===== src/pfds_consts.svh =====
/*
  register offsets, field positions, reset values and function codes
  for the pin function and drive select block.
  assumes: included by the design module and the bench by bare name.
*/
`ifndef PFDS_CONSTS_SVH
`define PFDS_CONSTS_SVH

// ----------------------------------------------------------------
// register offsets (byte index on the plain register port)
// ----------------------------------------------------------------
`define PFDS_OFF_DRV_CD    4'h0
`define PFDS_OFF_DRV_E     4'h1
`define PFDS_OFF_PA_LO     4'h2
`define PFDS_OFF_PA_HI     4'h3
`define PFDS_OFF_PB_LO     4'h4
`define PFDS_OFF_PB_HI     4'h5
`define PFDS_OFF_PC_LO     4'h6
`define PFDS_OFF_PC_HI     4'h7
`define PFDS_OFF_PD        4'h8
`define PFDS_OFF_IFS_TMR   4'h9
`define PFDS_OFF_IFS_SER   4'hA
`define PFDS_OFF_DIR_A     4'hB

// ----------------------------------------------------------------
// reset values and writable masks
// ----------------------------------------------------------------
`define PFDS_RST_ZERO      8'h00
`define PFDS_RST_DIR       8'hFF
`define PFDS_MASK_DRV_E    8'h0F
`define PFDS_MASK_PD       8'h3F
`define PFDS_MASK_IFS_TMR  8'hE9
`define PFDS_MASK_IFS_SER  8'h70
`define PFDS_MASK_ALL      8'hFF

// ----------------------------------------------------------------
// field positions
// ----------------------------------------------------------------
`define PFDS_E_UP_LSB      2
`define PFDS_E_LO_LSB      0
`define PFDS_A3_LSB        6
`define PFDS_A2_LSB        4
`define PFDS_A1_LSB        2
`define PFDS_A0_LSB        0

// ----------------------------------------------------------------
// function codes
// ----------------------------------------------------------------
`define PFDS_CODE_00       2'h0
`define PFDS_CODE_01       2'h1
`define PFDS_CODE_10       2'h2
`define PFDS_CODE_11       2'h3

`endif


===== src/pfds_pkg.sv =====
/*
  types for the pin function and drive select block.
  assumes: the constants header sits in the same folder.
*/
package pfds_pkg;

  // ----------------------------------------------------------------
  // register port and pin carriers
  // ----------------------------------------------------------------
  typedef struct packed {
    logic [3:0] addr;
    logic [7:0] wdata;
    logic       wr;
    logic       rd;
  } pfds_bus_req_type;

  // per-pin peripheral drive: output value and its enable
  typedef struct packed {
    logic val;
    logic oe;
  } pfds_drive_type;

  // what each port A pin is routed to
  typedef enum logic [1:0] {
    PFDS_SEL_GPIO,
    PFDS_SEL_PERIPH_OUT,
    PFDS_SEL_OSC,
    PFDS_SEL_ANALOG
  } pfds_sel_type;

endpackage


===== src/pfds_top.sv =====
/*
  pin function and drive select: register file, port A pin mux,
  source-current level outputs for ports C, D and E.
  assumes: one 25 MHz clock, synchronous active-high reset, a plain
  register port with read data one cycle after the read strobe.
*/
`timescale 1ns/1ps
`include "pfds_consts.svh"

// What this block does
// - each two-bit drive field gives levels 0 (00) to 3 (11).
// - port E drive bits 3..2 set the level of port E pins 6..4.
// - port E drive bits 1..0 set the level of port E pins 3..0.
// - port E drive bits 7..4 read zero and ignore writes.
// - pin A3 field: 00/10 io or capture, 01 timer1 out, 11 xtal out.
// - pin A2 field: 00/01/10 io or timer0 clock, 11 low crystal out.
// - pin A1 field: 00 io/irq/clock, 01 ovp ref, 10 lvd, 11 inv out.
// - pin A0 field: 00/01 io or capture, 10 timer0 out, 11 xtal in.
// - per-port output select and input source select registers exist.
// - direction bit 1 makes an input, 0 a push-pull output.

module pfds_top
  import pfds_pkg::*;
(
  input  wire logic             clk_in,
  input  wire logic             rst_in,
  input  wire pfds_bus_req_type bus_in,
  output logic [7:0]            rdata_out,
  input  wire logic [3:0]       gpio_out_in,
  input  wire logic [3:0]       pad_a_in,
  input  wire logic             timer0_output_in,
  input  wire logic             timer0_inverted_output_in,
  input  wire logic             timer1_output_in,
  output logic [3:0]            pad_a_out,
  output logic [3:0]            pad_a_oe_out,
  output logic [3:0]            pad_a_analog_out,
  output logic [3:0]            gpio_in_out,
  output logic                  external_interrupt_zero_out,
  output logic                  simple_timer_clock_input_out,
  output logic                  timer0_clock_input_out,
  output logic                  timer0_capture_input_out,
  output logic                  timer1_capture_input_out,
  output logic [1:0]            port_e_upper_group_level_out,
  output logic [1:0]            port_e_lower_group_level_out,
  output logic [7:0]            drive_level_ports_c_d_out,
  output logic [7:0]            port_b_c_d_select_out [5],
  output logic [7:0]            input_source_select_out [2]
);

  // ----------------------------------------------------------------
  // register file
  // ----------------------------------------------------------------
  logic [7:0] drive_level_ports_c_d_reg;
  logic [7:0] drive_level_port_e_reg;
  logic [7:0] port_a_low_function_select_reg;
  logic [7:0] port_a_high_function_select_reg;
  logic [7:0] port_b_low_function_select_reg;
  logic [7:0] port_b_high_function_select_reg;
  logic [7:0] port_c_low_function_select_reg;
  logic [7:0] port_c_high_function_select_reg;
  logic [7:0] port_d_function_select_reg;
  logic [7:0] input_source_select_timers_reg;
  logic [7:0] input_source_select_serial_reg;
  logic [7:0] port_direction_reg;
  logic [7:0] rdata_reg;
  logic [7:0] rdata_next;

  // write decode
  wire wr_drv_cd = bus_in.wr && bus_in.addr == `PFDS_OFF_DRV_CD;
  wire wr_drv_e  = bus_in.wr && bus_in.addr == `PFDS_OFF_DRV_E;
  wire wr_pa_lo  = bus_in.wr && bus_in.addr == `PFDS_OFF_PA_LO;
  wire wr_pa_hi  = bus_in.wr && bus_in.addr == `PFDS_OFF_PA_HI;
  wire wr_pb_lo  = bus_in.wr && bus_in.addr == `PFDS_OFF_PB_LO;
  wire wr_pb_hi  = bus_in.wr && bus_in.addr == `PFDS_OFF_PB_HI;
  wire wr_pc_lo  = bus_in.wr && bus_in.addr == `PFDS_OFF_PC_LO;
  wire wr_pc_hi  = bus_in.wr && bus_in.addr == `PFDS_OFF_PC_HI;
  wire wr_pd     = bus_in.wr && bus_in.addr == `PFDS_OFF_PD;
  wire wr_ifs_t  = bus_in.wr && bus_in.addr == `PFDS_OFF_IFS_TMR;
  wire wr_ifs_s  = bus_in.wr && bus_in.addr == `PFDS_OFF_IFS_SER;
  wire wr_dir    = bus_in.wr && bus_in.addr == `PFDS_OFF_DIR_A;

  // register updates, all fields start at zero except the direction register, which starts at all ones
  always_ff @(posedge clk_in) begin
    if (rst_in) begin
      drive_level_ports_c_d_reg       <= `PFDS_RST_ZERO;
      drive_level_port_e_reg          <= `PFDS_RST_ZERO;
      port_a_low_function_select_reg  <= `PFDS_RST_ZERO;
      port_a_high_function_select_reg <= `PFDS_RST_ZERO;
      port_b_low_function_select_reg  <= `PFDS_RST_ZERO;
      port_b_high_function_select_reg <= `PFDS_RST_ZERO;
      port_c_low_function_select_reg  <= `PFDS_RST_ZERO;
      port_c_high_function_select_reg <= `PFDS_RST_ZERO;
      port_d_function_select_reg      <= `PFDS_RST_ZERO;
      input_source_select_timers_reg  <= `PFDS_RST_ZERO;
      input_source_select_serial_reg  <= `PFDS_RST_ZERO;
      port_direction_reg              <= `PFDS_RST_DIR;
    end else begin
      if (wr_drv_cd) drive_level_ports_c_d_reg <= bus_in.wdata;
      // upper nibble never stored
      if (wr_drv_e)
        drive_level_port_e_reg <= bus_in.wdata & `PFDS_MASK_DRV_E;
      if (wr_pa_lo) port_a_low_function_select_reg <= bus_in.wdata;
      if (wr_pa_hi) port_a_high_function_select_reg <= bus_in.wdata;
      if (wr_pb_lo) port_b_low_function_select_reg <= bus_in.wdata;
      if (wr_pb_hi) port_b_high_function_select_reg <= bus_in.wdata;
      if (wr_pc_lo) port_c_low_function_select_reg <= bus_in.wdata;
      if (wr_pc_hi) port_c_high_function_select_reg <= bus_in.wdata;
      if (wr_pd)
        port_d_function_select_reg <= bus_in.wdata & `PFDS_MASK_PD;
      // input source selects
      if (wr_ifs_t)
        input_source_select_timers_reg <=
          bus_in.wdata & `PFDS_MASK_IFS_TMR;
      if (wr_ifs_s)
        input_source_select_serial_reg <=
          bus_in.wdata & `PFDS_MASK_IFS_SER;
      if (wr_dir) port_direction_reg <= bus_in.wdata;
    end
  end

  // ----------------------------------------------------------------
  // read path, data valid the cycle after the strobe
  // ----------------------------------------------------------------
  always_comb begin
    rdata_next = `PFDS_RST_ZERO;
    if (bus_in.rd) begin
      unique case (bus_in.addr)
        `PFDS_OFF_DRV_CD:  rdata_next = drive_level_ports_c_d_reg;
        `PFDS_OFF_DRV_E:   rdata_next = drive_level_port_e_reg;
        `PFDS_OFF_PA_LO:   rdata_next = port_a_low_function_select_reg;
        `PFDS_OFF_PA_HI:   rdata_next = port_a_high_function_select_reg;
        `PFDS_OFF_PB_LO:   rdata_next = port_b_low_function_select_reg;
        `PFDS_OFF_PB_HI:   rdata_next = port_b_high_function_select_reg;
        `PFDS_OFF_PC_LO:   rdata_next = port_c_low_function_select_reg;
        `PFDS_OFF_PC_HI:   rdata_next = port_c_high_function_select_reg;
        `PFDS_OFF_PD:      rdata_next = port_d_function_select_reg;
        `PFDS_OFF_IFS_TMR: rdata_next = input_source_select_timers_reg;
        `PFDS_OFF_IFS_SER: rdata_next = input_source_select_serial_reg;
        `PFDS_OFF_DIR_A:   rdata_next = port_direction_reg;
        default:           rdata_next = `PFDS_RST_ZERO; // unmapped
      endcase
    end
  end

  // read data register
  always_ff @(posedge clk_in) begin
    if (rst_in) begin
      rdata_reg <= `PFDS_RST_ZERO;
    end else begin
      rdata_reg <= rdata_next;
    end
  end

  assign rdata_out = rdata_reg;

  // ----------------------------------------------------------------
  // drive-strength level outputs
  // ----------------------------------------------------------------
  // two-bit codes pass straight to the pad level control
  assign port_e_upper_group_level_out =
    drive_level_port_e_reg[`PFDS_E_UP_LSB +: 2];
  assign port_e_lower_group_level_out =
    drive_level_port_e_reg[`PFDS_E_LO_LSB +: 2];
  assign drive_level_ports_c_d_out = drive_level_ports_c_d_reg;
  assign port_b_c_d_select_out[0]  = port_b_low_function_select_reg;
  assign port_b_c_d_select_out[1]  = port_b_high_function_select_reg;
  assign port_b_c_d_select_out[2]  = port_c_low_function_select_reg;
  assign port_b_c_d_select_out[3]  = port_c_high_function_select_reg;
  assign port_b_c_d_select_out[4]  = port_d_function_select_reg;
  assign input_source_select_out[0] = input_source_select_timers_reg;
  assign input_source_select_out[1] = input_source_select_serial_reg;

  // ----------------------------------------------------------------
  // port A function decode
  // ----------------------------------------------------------------
  wire [1:0] pin_a3_function_field =
    port_a_low_function_select_reg[`PFDS_A3_LSB +: 2];
  wire [1:0] pin_a2_function_field =
    port_a_low_function_select_reg[`PFDS_A2_LSB +: 2];
  wire [1:0] pin_a1_function_field =
    port_a_low_function_select_reg[`PFDS_A1_LSB +: 2];
  wire [1:0] pin_a0_function_field =
    port_a_low_function_select_reg[`PFDS_A0_LSB +: 2];

  pfds_sel_type   sel_a [4];
  pfds_drive_type per_a [4];

  // pin A3: 01 timer1 out, 11 crystal output, else io
  assign sel_a[3] =
    (pin_a3_function_field == `PFDS_CODE_01) ? PFDS_SEL_PERIPH_OUT :
    (pin_a3_function_field == `PFDS_CODE_11) ? PFDS_SEL_OSC :
                                               PFDS_SEL_GPIO;
  // pin A2: only 11 leaves io
  assign sel_a[2] =
    (pin_a2_function_field == `PFDS_CODE_11) ? PFDS_SEL_OSC :
                                               PFDS_SEL_GPIO;
  // pin A1: 01 and 10 are analogue inputs, 11 inverted out
  assign sel_a[1] =
    (pin_a1_function_field == `PFDS_CODE_00) ? PFDS_SEL_GPIO :
    (pin_a1_function_field == `PFDS_CODE_11) ? PFDS_SEL_PERIPH_OUT :
                                               PFDS_SEL_ANALOG;
  // pin A0: 10 timer0 out, 11 crystal input
  assign sel_a[0] =
    (pin_a0_function_field == `PFDS_CODE_10) ? PFDS_SEL_PERIPH_OUT :
    (pin_a0_function_field == `PFDS_CODE_11) ? PFDS_SEL_OSC :
                                               PFDS_SEL_GPIO;

  // peripheral output sources per pin
  assign per_a[3] = '{val: timer1_output_in, oe: 1'b1};
  assign per_a[2] = '{val: 1'b0, oe: 1'b0};
  assign per_a[1] = '{val: timer0_inverted_output_in, oe: 1'b1};
  assign per_a[0] = '{val: timer0_output_in, oe: 1'b1};

  // ----------------------------------------------------------------
  // per-pin mux: at most one source reaches each pad
  // ----------------------------------------------------------------
  genvar gi;
  generate
    for (gi = 0; gi < 4; gi++) begin : g_pin
      wire is_gpio = sel_a[gi] == PFDS_SEL_GPIO;
      wire is_per  = sel_a[gi] == PFDS_SEL_PERIPH_OUT;
      // gpio drives only when direction is output
      assign pad_a_out[gi] = is_gpio ? gpio_out_in[gi] :
                             is_per  ? per_a[gi].val : 1'b0;
      assign pad_a_oe_out[gi] =
        is_gpio ? ~port_direction_reg[gi] :
        is_per  ? per_a[gi].oe : 1'b0;
      // oscillator and analogue pins hand the pad to analogue logic
      assign pad_a_analog_out[gi] = (sel_a[gi] == PFDS_SEL_OSC) ||
                                    (sel_a[gi] == PFDS_SEL_ANALOG);
      // digital read-back only while routed as io
      assign gpio_in_out[gi] = is_gpio & pad_a_in[gi];
    end
  endgenerate

  // ----------------------------------------------------------------
  // shared digital inputs, valid only while the pin is an io input
  // ----------------------------------------------------------------
  wire [3:0] dig_in_ok = {
    sel_a[3] == PFDS_SEL_GPIO, sel_a[2] == PFDS_SEL_GPIO,
    sel_a[1] == PFDS_SEL_GPIO, sel_a[0] == PFDS_SEL_GPIO
  } & port_direction_reg[3:0];

  assign timer1_capture_input_out     = dig_in_ok[3] & pad_a_in[3];
  assign timer0_clock_input_out       = dig_in_ok[2] & pad_a_in[2];
  assign external_interrupt_zero_out  = dig_in_ok[1] & pad_a_in[1];
  assign simple_timer_clock_input_out = dig_in_ok[1] & pad_a_in[1];
  assign timer0_capture_input_out     = dig_in_ok[0] & pad_a_in[0];

  // ----------------------------------------------------------------
  // assertions
  // ----------------------------------------------------------------
  drv_e_upper_a: assert property (
    @(posedge clk_in) disable iff (rst_in)
    bus_in.rd && bus_in.addr == `PFDS_OFF_DRV_E |=> rdata_out[7:4] == 4'h0)
    else $error("port e drive upper bits not zero");

  drv_e_write_a: assert property (
    @(posedge clk_in) disable iff (rst_in)
    wr_drv_e |=> port_e_upper_group_level_out == $past(bus_in.wdata[3:2])
      && port_e_lower_group_level_out == $past(bus_in.wdata[1:0]))
    else $error("port e level not taken from write");

  drv_cd_write_a: assert property (
    @(posedge clk_in) disable iff (rst_in)
    wr_drv_cd |=> drive_level_ports_c_d_out == $past(bus_in.wdata))
    else $error("port c d level not taken from write");

  reset_clear_a: assert property (
    @(posedge clk_in)
    rst_in |=> drive_level_ports_c_d_out == 8'h00 && pad_a_analog_out == 4'h0
      && port_e_lower_group_level_out == 2'h0)
    else $error("fields not cleared by reset");

  a3_timer_a: assert property (
    @(posedge clk_in) disable iff (rst_in)
    pin_a3_function_field == 2'h1 |-> pad_a_oe_out[3]
      && pad_a_out[3] == timer1_output_in)
    else $error("pin a3 timer output not routed");

  a3_crystal_a: assert property (
    @(posedge clk_in) disable iff (rst_in)
    pin_a3_function_field == 2'h3 |-> !pad_a_oe_out[3] && pad_a_analog_out[3])
    else $error("pin a3 crystal select wrong");

  a2_crystal_a: assert property (
    @(posedge clk_in) disable iff (rst_in)
    pin_a2_function_field == 2'h3 |-> !pad_a_oe_out[2] && pad_a_analog_out[2])
    else $error("pin a2 crystal select wrong");

  a2_io_a: assert property (
    @(posedge clk_in) disable iff (rst_in)
    pin_a2_function_field != 2'h3 |-> !pad_a_analog_out[2]
      && pad_a_out[2] == gpio_out_in[2])
    else $error("pin a2 io select wrong");

  a1_analog_a: assert property (
    @(posedge clk_in) disable iff (rst_in)
    pin_a1_function_field inside {2'h1, 2'h2} |->
      pad_a_analog_out[1] && !pad_a_oe_out[1])
    else $error("pin a1 analogue select wrong");

  a1_inverted_a: assert property (
    @(posedge clk_in) disable iff (rst_in)
    pin_a1_function_field == 2'h3 |-> pad_a_oe_out[1]
      && pad_a_out[1] == timer0_inverted_output_in)
    else $error("pin a1 inverted output not routed");

  a0_timer_a: assert property (
    @(posedge clk_in) disable iff (rst_in)
    pin_a0_function_field == 2'h2 |-> pad_a_out[0] == timer0_output_in
      && pad_a_oe_out[0])
    else $error("pin a0 timer output not routed");

  a0_crystal_a: assert property (
    @(posedge clk_in) disable iff (rst_in)
    pin_a0_function_field == 2'h3 |-> !pad_a_oe_out[0] && pad_a_analog_out[0])
    else $error("pin a0 crystal select wrong");

  gpio_dir_a: assert property (
    @(posedge clk_in) disable iff (rst_in)
    sel_a[0] == PFDS_SEL_GPIO |-> pad_a_oe_out[0] == !port_direction_reg[0])
    else $error("gpio enable does not follow direction");

  input_gate_a: assert property (
    @(posedge clk_in) disable iff (rst_in)
    !dig_in_ok[1] |-> !external_interrupt_zero_out
      && !simple_timer_clock_input_out)
    else $error("shared input open while pin not an input");

  pad_alone_a: assert property (
    @(posedge clk_in) disable iff (rst_in)
    (pad_a_analog_out & pad_a_oe_out) == 4'h0)
    else $error("pad driven while handed to analogue logic");

  read_once_a: assert property (
    @(posedge clk_in) disable iff (rst_in)
    !bus_in.rd |=> rdata_out == 8'h00)
    else $error("read data outside read answer cycle");

  cov_a3_xtal_c: cover property (
    @(posedge clk_in) pin_a3_function_field == 2'h3);
  cov_a1_inv_c:  cover property (
    @(posedge clk_in) pin_a1_function_field == 2'h3);
  cov_e_max_c:   cover property (
    @(posedge clk_in) port_e_upper_group_level_out == 2'h3);
  cov_a0_tmr_c:  cover property (
    @(posedge clk_in) pad_a_oe_out[0] && pad_a_out[0]);
  cov_irq_in_c:  cover property (
    @(posedge clk_in) external_interrupt_zero_out);

endmodule


===== config.mk =====
export PLATFORM = sky130hd
export DESIGN_NAME = pfds_top
export DESIGN_NICKNAME = d
export VERILOG_FILES = /design/src/pfds_pkg.sv /design/src/pfds_top.sv
export VERILOG_INCLUDE_DIRS = /design/src
export SDC_FILE = /design/constraint.sdc
export NUM_CORES = 1
export LEC_CHECK = 0
export ABC_AREA = 1
export BUFFER_PORTS_ARGS = -buffer_cell sky130_fd_sc_hd__buf_2
export CAP_MARGIN = 20
export CORE_UTILIZATION = 47
export DETAILED_ROUTE_END_ITERATION = 6
export PLACE_DENSITY_LB_ADDON = 0.3
export SYNTH_ARGS = -nofsm -noshare
export SYNTH_HDL_FRONTEND = slang
export SYNTH_SLANG_ARGS = --single-unit

===== constraint.sdc =====
create_clock -name clk_in -period 3.7 [get_ports clk_in]
set_clock_uncertainty 0.2 [all_clocks]
set_input_delay 0 -clock clk_in [delete_from_list [all_inputs] [get_ports clk_in]]
set_output_delay 0 -clock clk_in [all_outputs]
set_load 0.02 [all_outputs]

==> results.md <==
* Final min period at roughly 2.2 ns
* Vias per inst at 5.46
* Initial Util at 49.3%
* M1 GR Usage at 37.3%
* Worst endpoint data arrival time at roughly 2.3 ns
* Yosys warning count at 0
* First-pass GRT wire length at 20700 um
* DR vias at 4639
* RSZ-0062 raised after global routing: no
* Commonest non-fill, non-tap cell in the layout: nand2_1
* Crit path required time at about 3.7 ns
* Final setup violation count at 0
* Layout cell share with drive strength beyond 1 at 20.4%
* Fin cells at 849
* Die H at 98.3 um
* Worst-Margin Slew at 1.02 ns
* Clk buf depth at 2
* Root Driver: clkbuf_8
* Final #Nets at 765
* Gr ovfl total at 0
* #FFs+latches synth at 90
* Commonest non-fill, non-tap cells in the layout: nand2_1 (156), nand3_1 (121), buf_2 (113), dfxtp_1 (90), a21oi_1 (76)
* Core Area at between 8000 and 9000 um2
* Rows at 34
* Setup tns final at 0 ns
* Initial DRT Pass Iterations at 7
* Met3 usage at 4.22%
* Dpl hpwl at 9350 um
* Iteration-0 DRC Markers at 401
* PwrDens at 368 nW/um2
* Syn Area/Cell at 6.87 um2
* Die Area at between 9000 and 10000 um2
* Netlist cell types at 24
* Vias in the first global route at between 4000 and 5000
* Worst-skew pair later-pin latency at 0.35 ns
* Initial antenna violation count at 0
* Clock sinks at 90
* Post-cts sizing count at 0
* Hold Vio Cnt, Final at 0
* Max_cap viols at 0
* Final ANT Viol Nets at 0
* Hold_ws at 0.00679 ns
* GPL Wtd Cong at 0.874
* Placed cells at 821
* Failing checks: DRC
* Synth area leader: dfxtp_1
* Synthesized instance count at 635
* CP startpoint kind: input port
* Register area share after synthesis at 41.3%
* Largest net degree at the start of global routing at roughly 50
* Fin. max-slew vios at 0
* ANT cells at 0
* Hold Crit Depth at 5
* Netlist Area Pre-Place at between 4000 and 5000 um2
* Status: complete, but fails checks
* CTS tree: done
* Max FO, Critical Path at 27
* Die X at 98.3 um
* Filler cells at 908
* Kind of critical path: in -> reg
* Share of the synthesized area in the top cell type at about two fifths
* Crit path launch: bus_in[13]
* P_leak at 2.47 nW
* Peak VDD IR at 0.188 mV
* CTS H-Tree Depth at 3
* Clock transition at path regs at 0.08 ns
* Final cycle utilization of the critical path at between 60 and 70%
* M2 GR Usage at 43.6%
* I/O Buffers at 113
* WL final at 13300 um
* Worst r2r src: port_a_low_function_select_reg[7]
* Worst Setup End Kind: flop
* Drt wl/cell at 15.6 um
* Number of top-level pins at between 100 and 150
* Max Freq at 448 MHz
* DRC violations left at 9
* GRT busiest layer: met2
* Ranking of synthesized cells by area: dfxtp_1 (41%), nand3_1 (14%), nand2_1 (13%)
* Min-delay src: bus_in[10]
* Area growth from synthesis to layout at 18.4%
* Max-Slew Margin vs Limit at about 32%
* Total track usage at 27.8%
* Worst Reg-to-Reg Cells at 6
* CTS buffer count at 9
* Worst Hold Class: in -> reg
-- critical path: stages --
cell and delay, ns:
dlygate4sd3_1 0.54, buf_2 0.16, nor2_2 0.79, nand3_1 0.40, o21ai_0 0.31, a21oi_1 0.07
-- cell type report --
type	count	area, um2	share of cell area, %
Timing Repair Buffer	127	701	13.6
Sequential cell	90	1800	34.9
Tap cell	108	135	2.62
Clock inverter	2	35.0	0.678
Inverter	58	218	4.22
Clock buffer	14	163	3.15
Multi-Input combinational cell	450	2110	40.9
-- worst paths after layout --
path	to	slack [ns]
worst max-delay path	drive_level_port_e_reg[0]	1.47
worst min register to register	port_a_high_function_select_reg[3]	0.25
worst max register to register	rdata_out[7]	2.39
worst min-delay path	port_b_high_function_select_reg[4]	0.007
-- through the flow --
step | total power [mW] | cell area, um2 | utilization, % | setup slack (ns)
6_report | 1.90 | 5160 | 58.4 | 1.47
5_1_grt | 1.97 | 5160 | 58.4 | 1.26
3_5_place_dp | 1.23 | 4850 | 54.8 | 1.67
3_3_place_gp | 1.23 | 4850 | 54.8 | 1.79
4_1_cts | 1.90 | 5160 | 58.4 | 1.48
2_1_floorplan | 1.17 | 4400 | - | 2.36
-- Yosys cell counts --
| master | count |
|---|---|
| nand2_1 | 156 |
| nand3_1 | 121 |
| dfxtp_1 | 90 |
| a21oi_1 | 76 |
| inv_1 | 53 |
| nor2_1 | 34 |
| o21ai_0 | 26 |
| clkbuf_1 | 22 |
| buf_4 | 12 |
| buf_2 | 7 |
| nor2_4 | 7 |
| nor2_2 | 5 |
| buf_6 | 4 |
| inv_2 | 4 |
| nor3_1 | 4 |
| nand2_4 | 3 |
| ha_1 | 2 |
| nand2_2 | 2 |
| o211ai_1 | 2 |
| clkbuf_8 | 1 |
| clkinv_1 | 1 |
| conb_1 | 1 |
| nand3_2 | 1 |
| nand3_4 | 1 |
-- repair_timing --
item / 4_1_cts / 5_1_grt
hold buffers: 12 / 0
endpoints found under the hold margin: 89 / 0
setup buffers: 0 / 0
endpoints found under the setup margin: 0 / 0
-- routing by layer --
layer	wire, um	vias up
li1	-	2255
met1	5610	2075
met2	5980	269
met3	1220	40
met4	469	0
met5	0	-
-- kinds of logic after synthesis --
kind of cell,share of synthesized area [%]
AND/OR/NAND/NOR,34.9
AO/OA/AOI/OAI,12.0
buffers and inverters,11.1
flip-flops,41.3
adder cells (fa/ha/maj),0.573
other,0.0860
-- report_power, final --
| part | internal (mW) | switching [mW] | leakage (nW) |
|---|---|---|---|
| clock network | 0.350 | 0.327 | 0.101 |
| registers | 0.984 | 0.0125 | 0.727 |
| logic | 0.0608 | 0.166 | 1.64 |
Power figures use the tool's default switching activity.
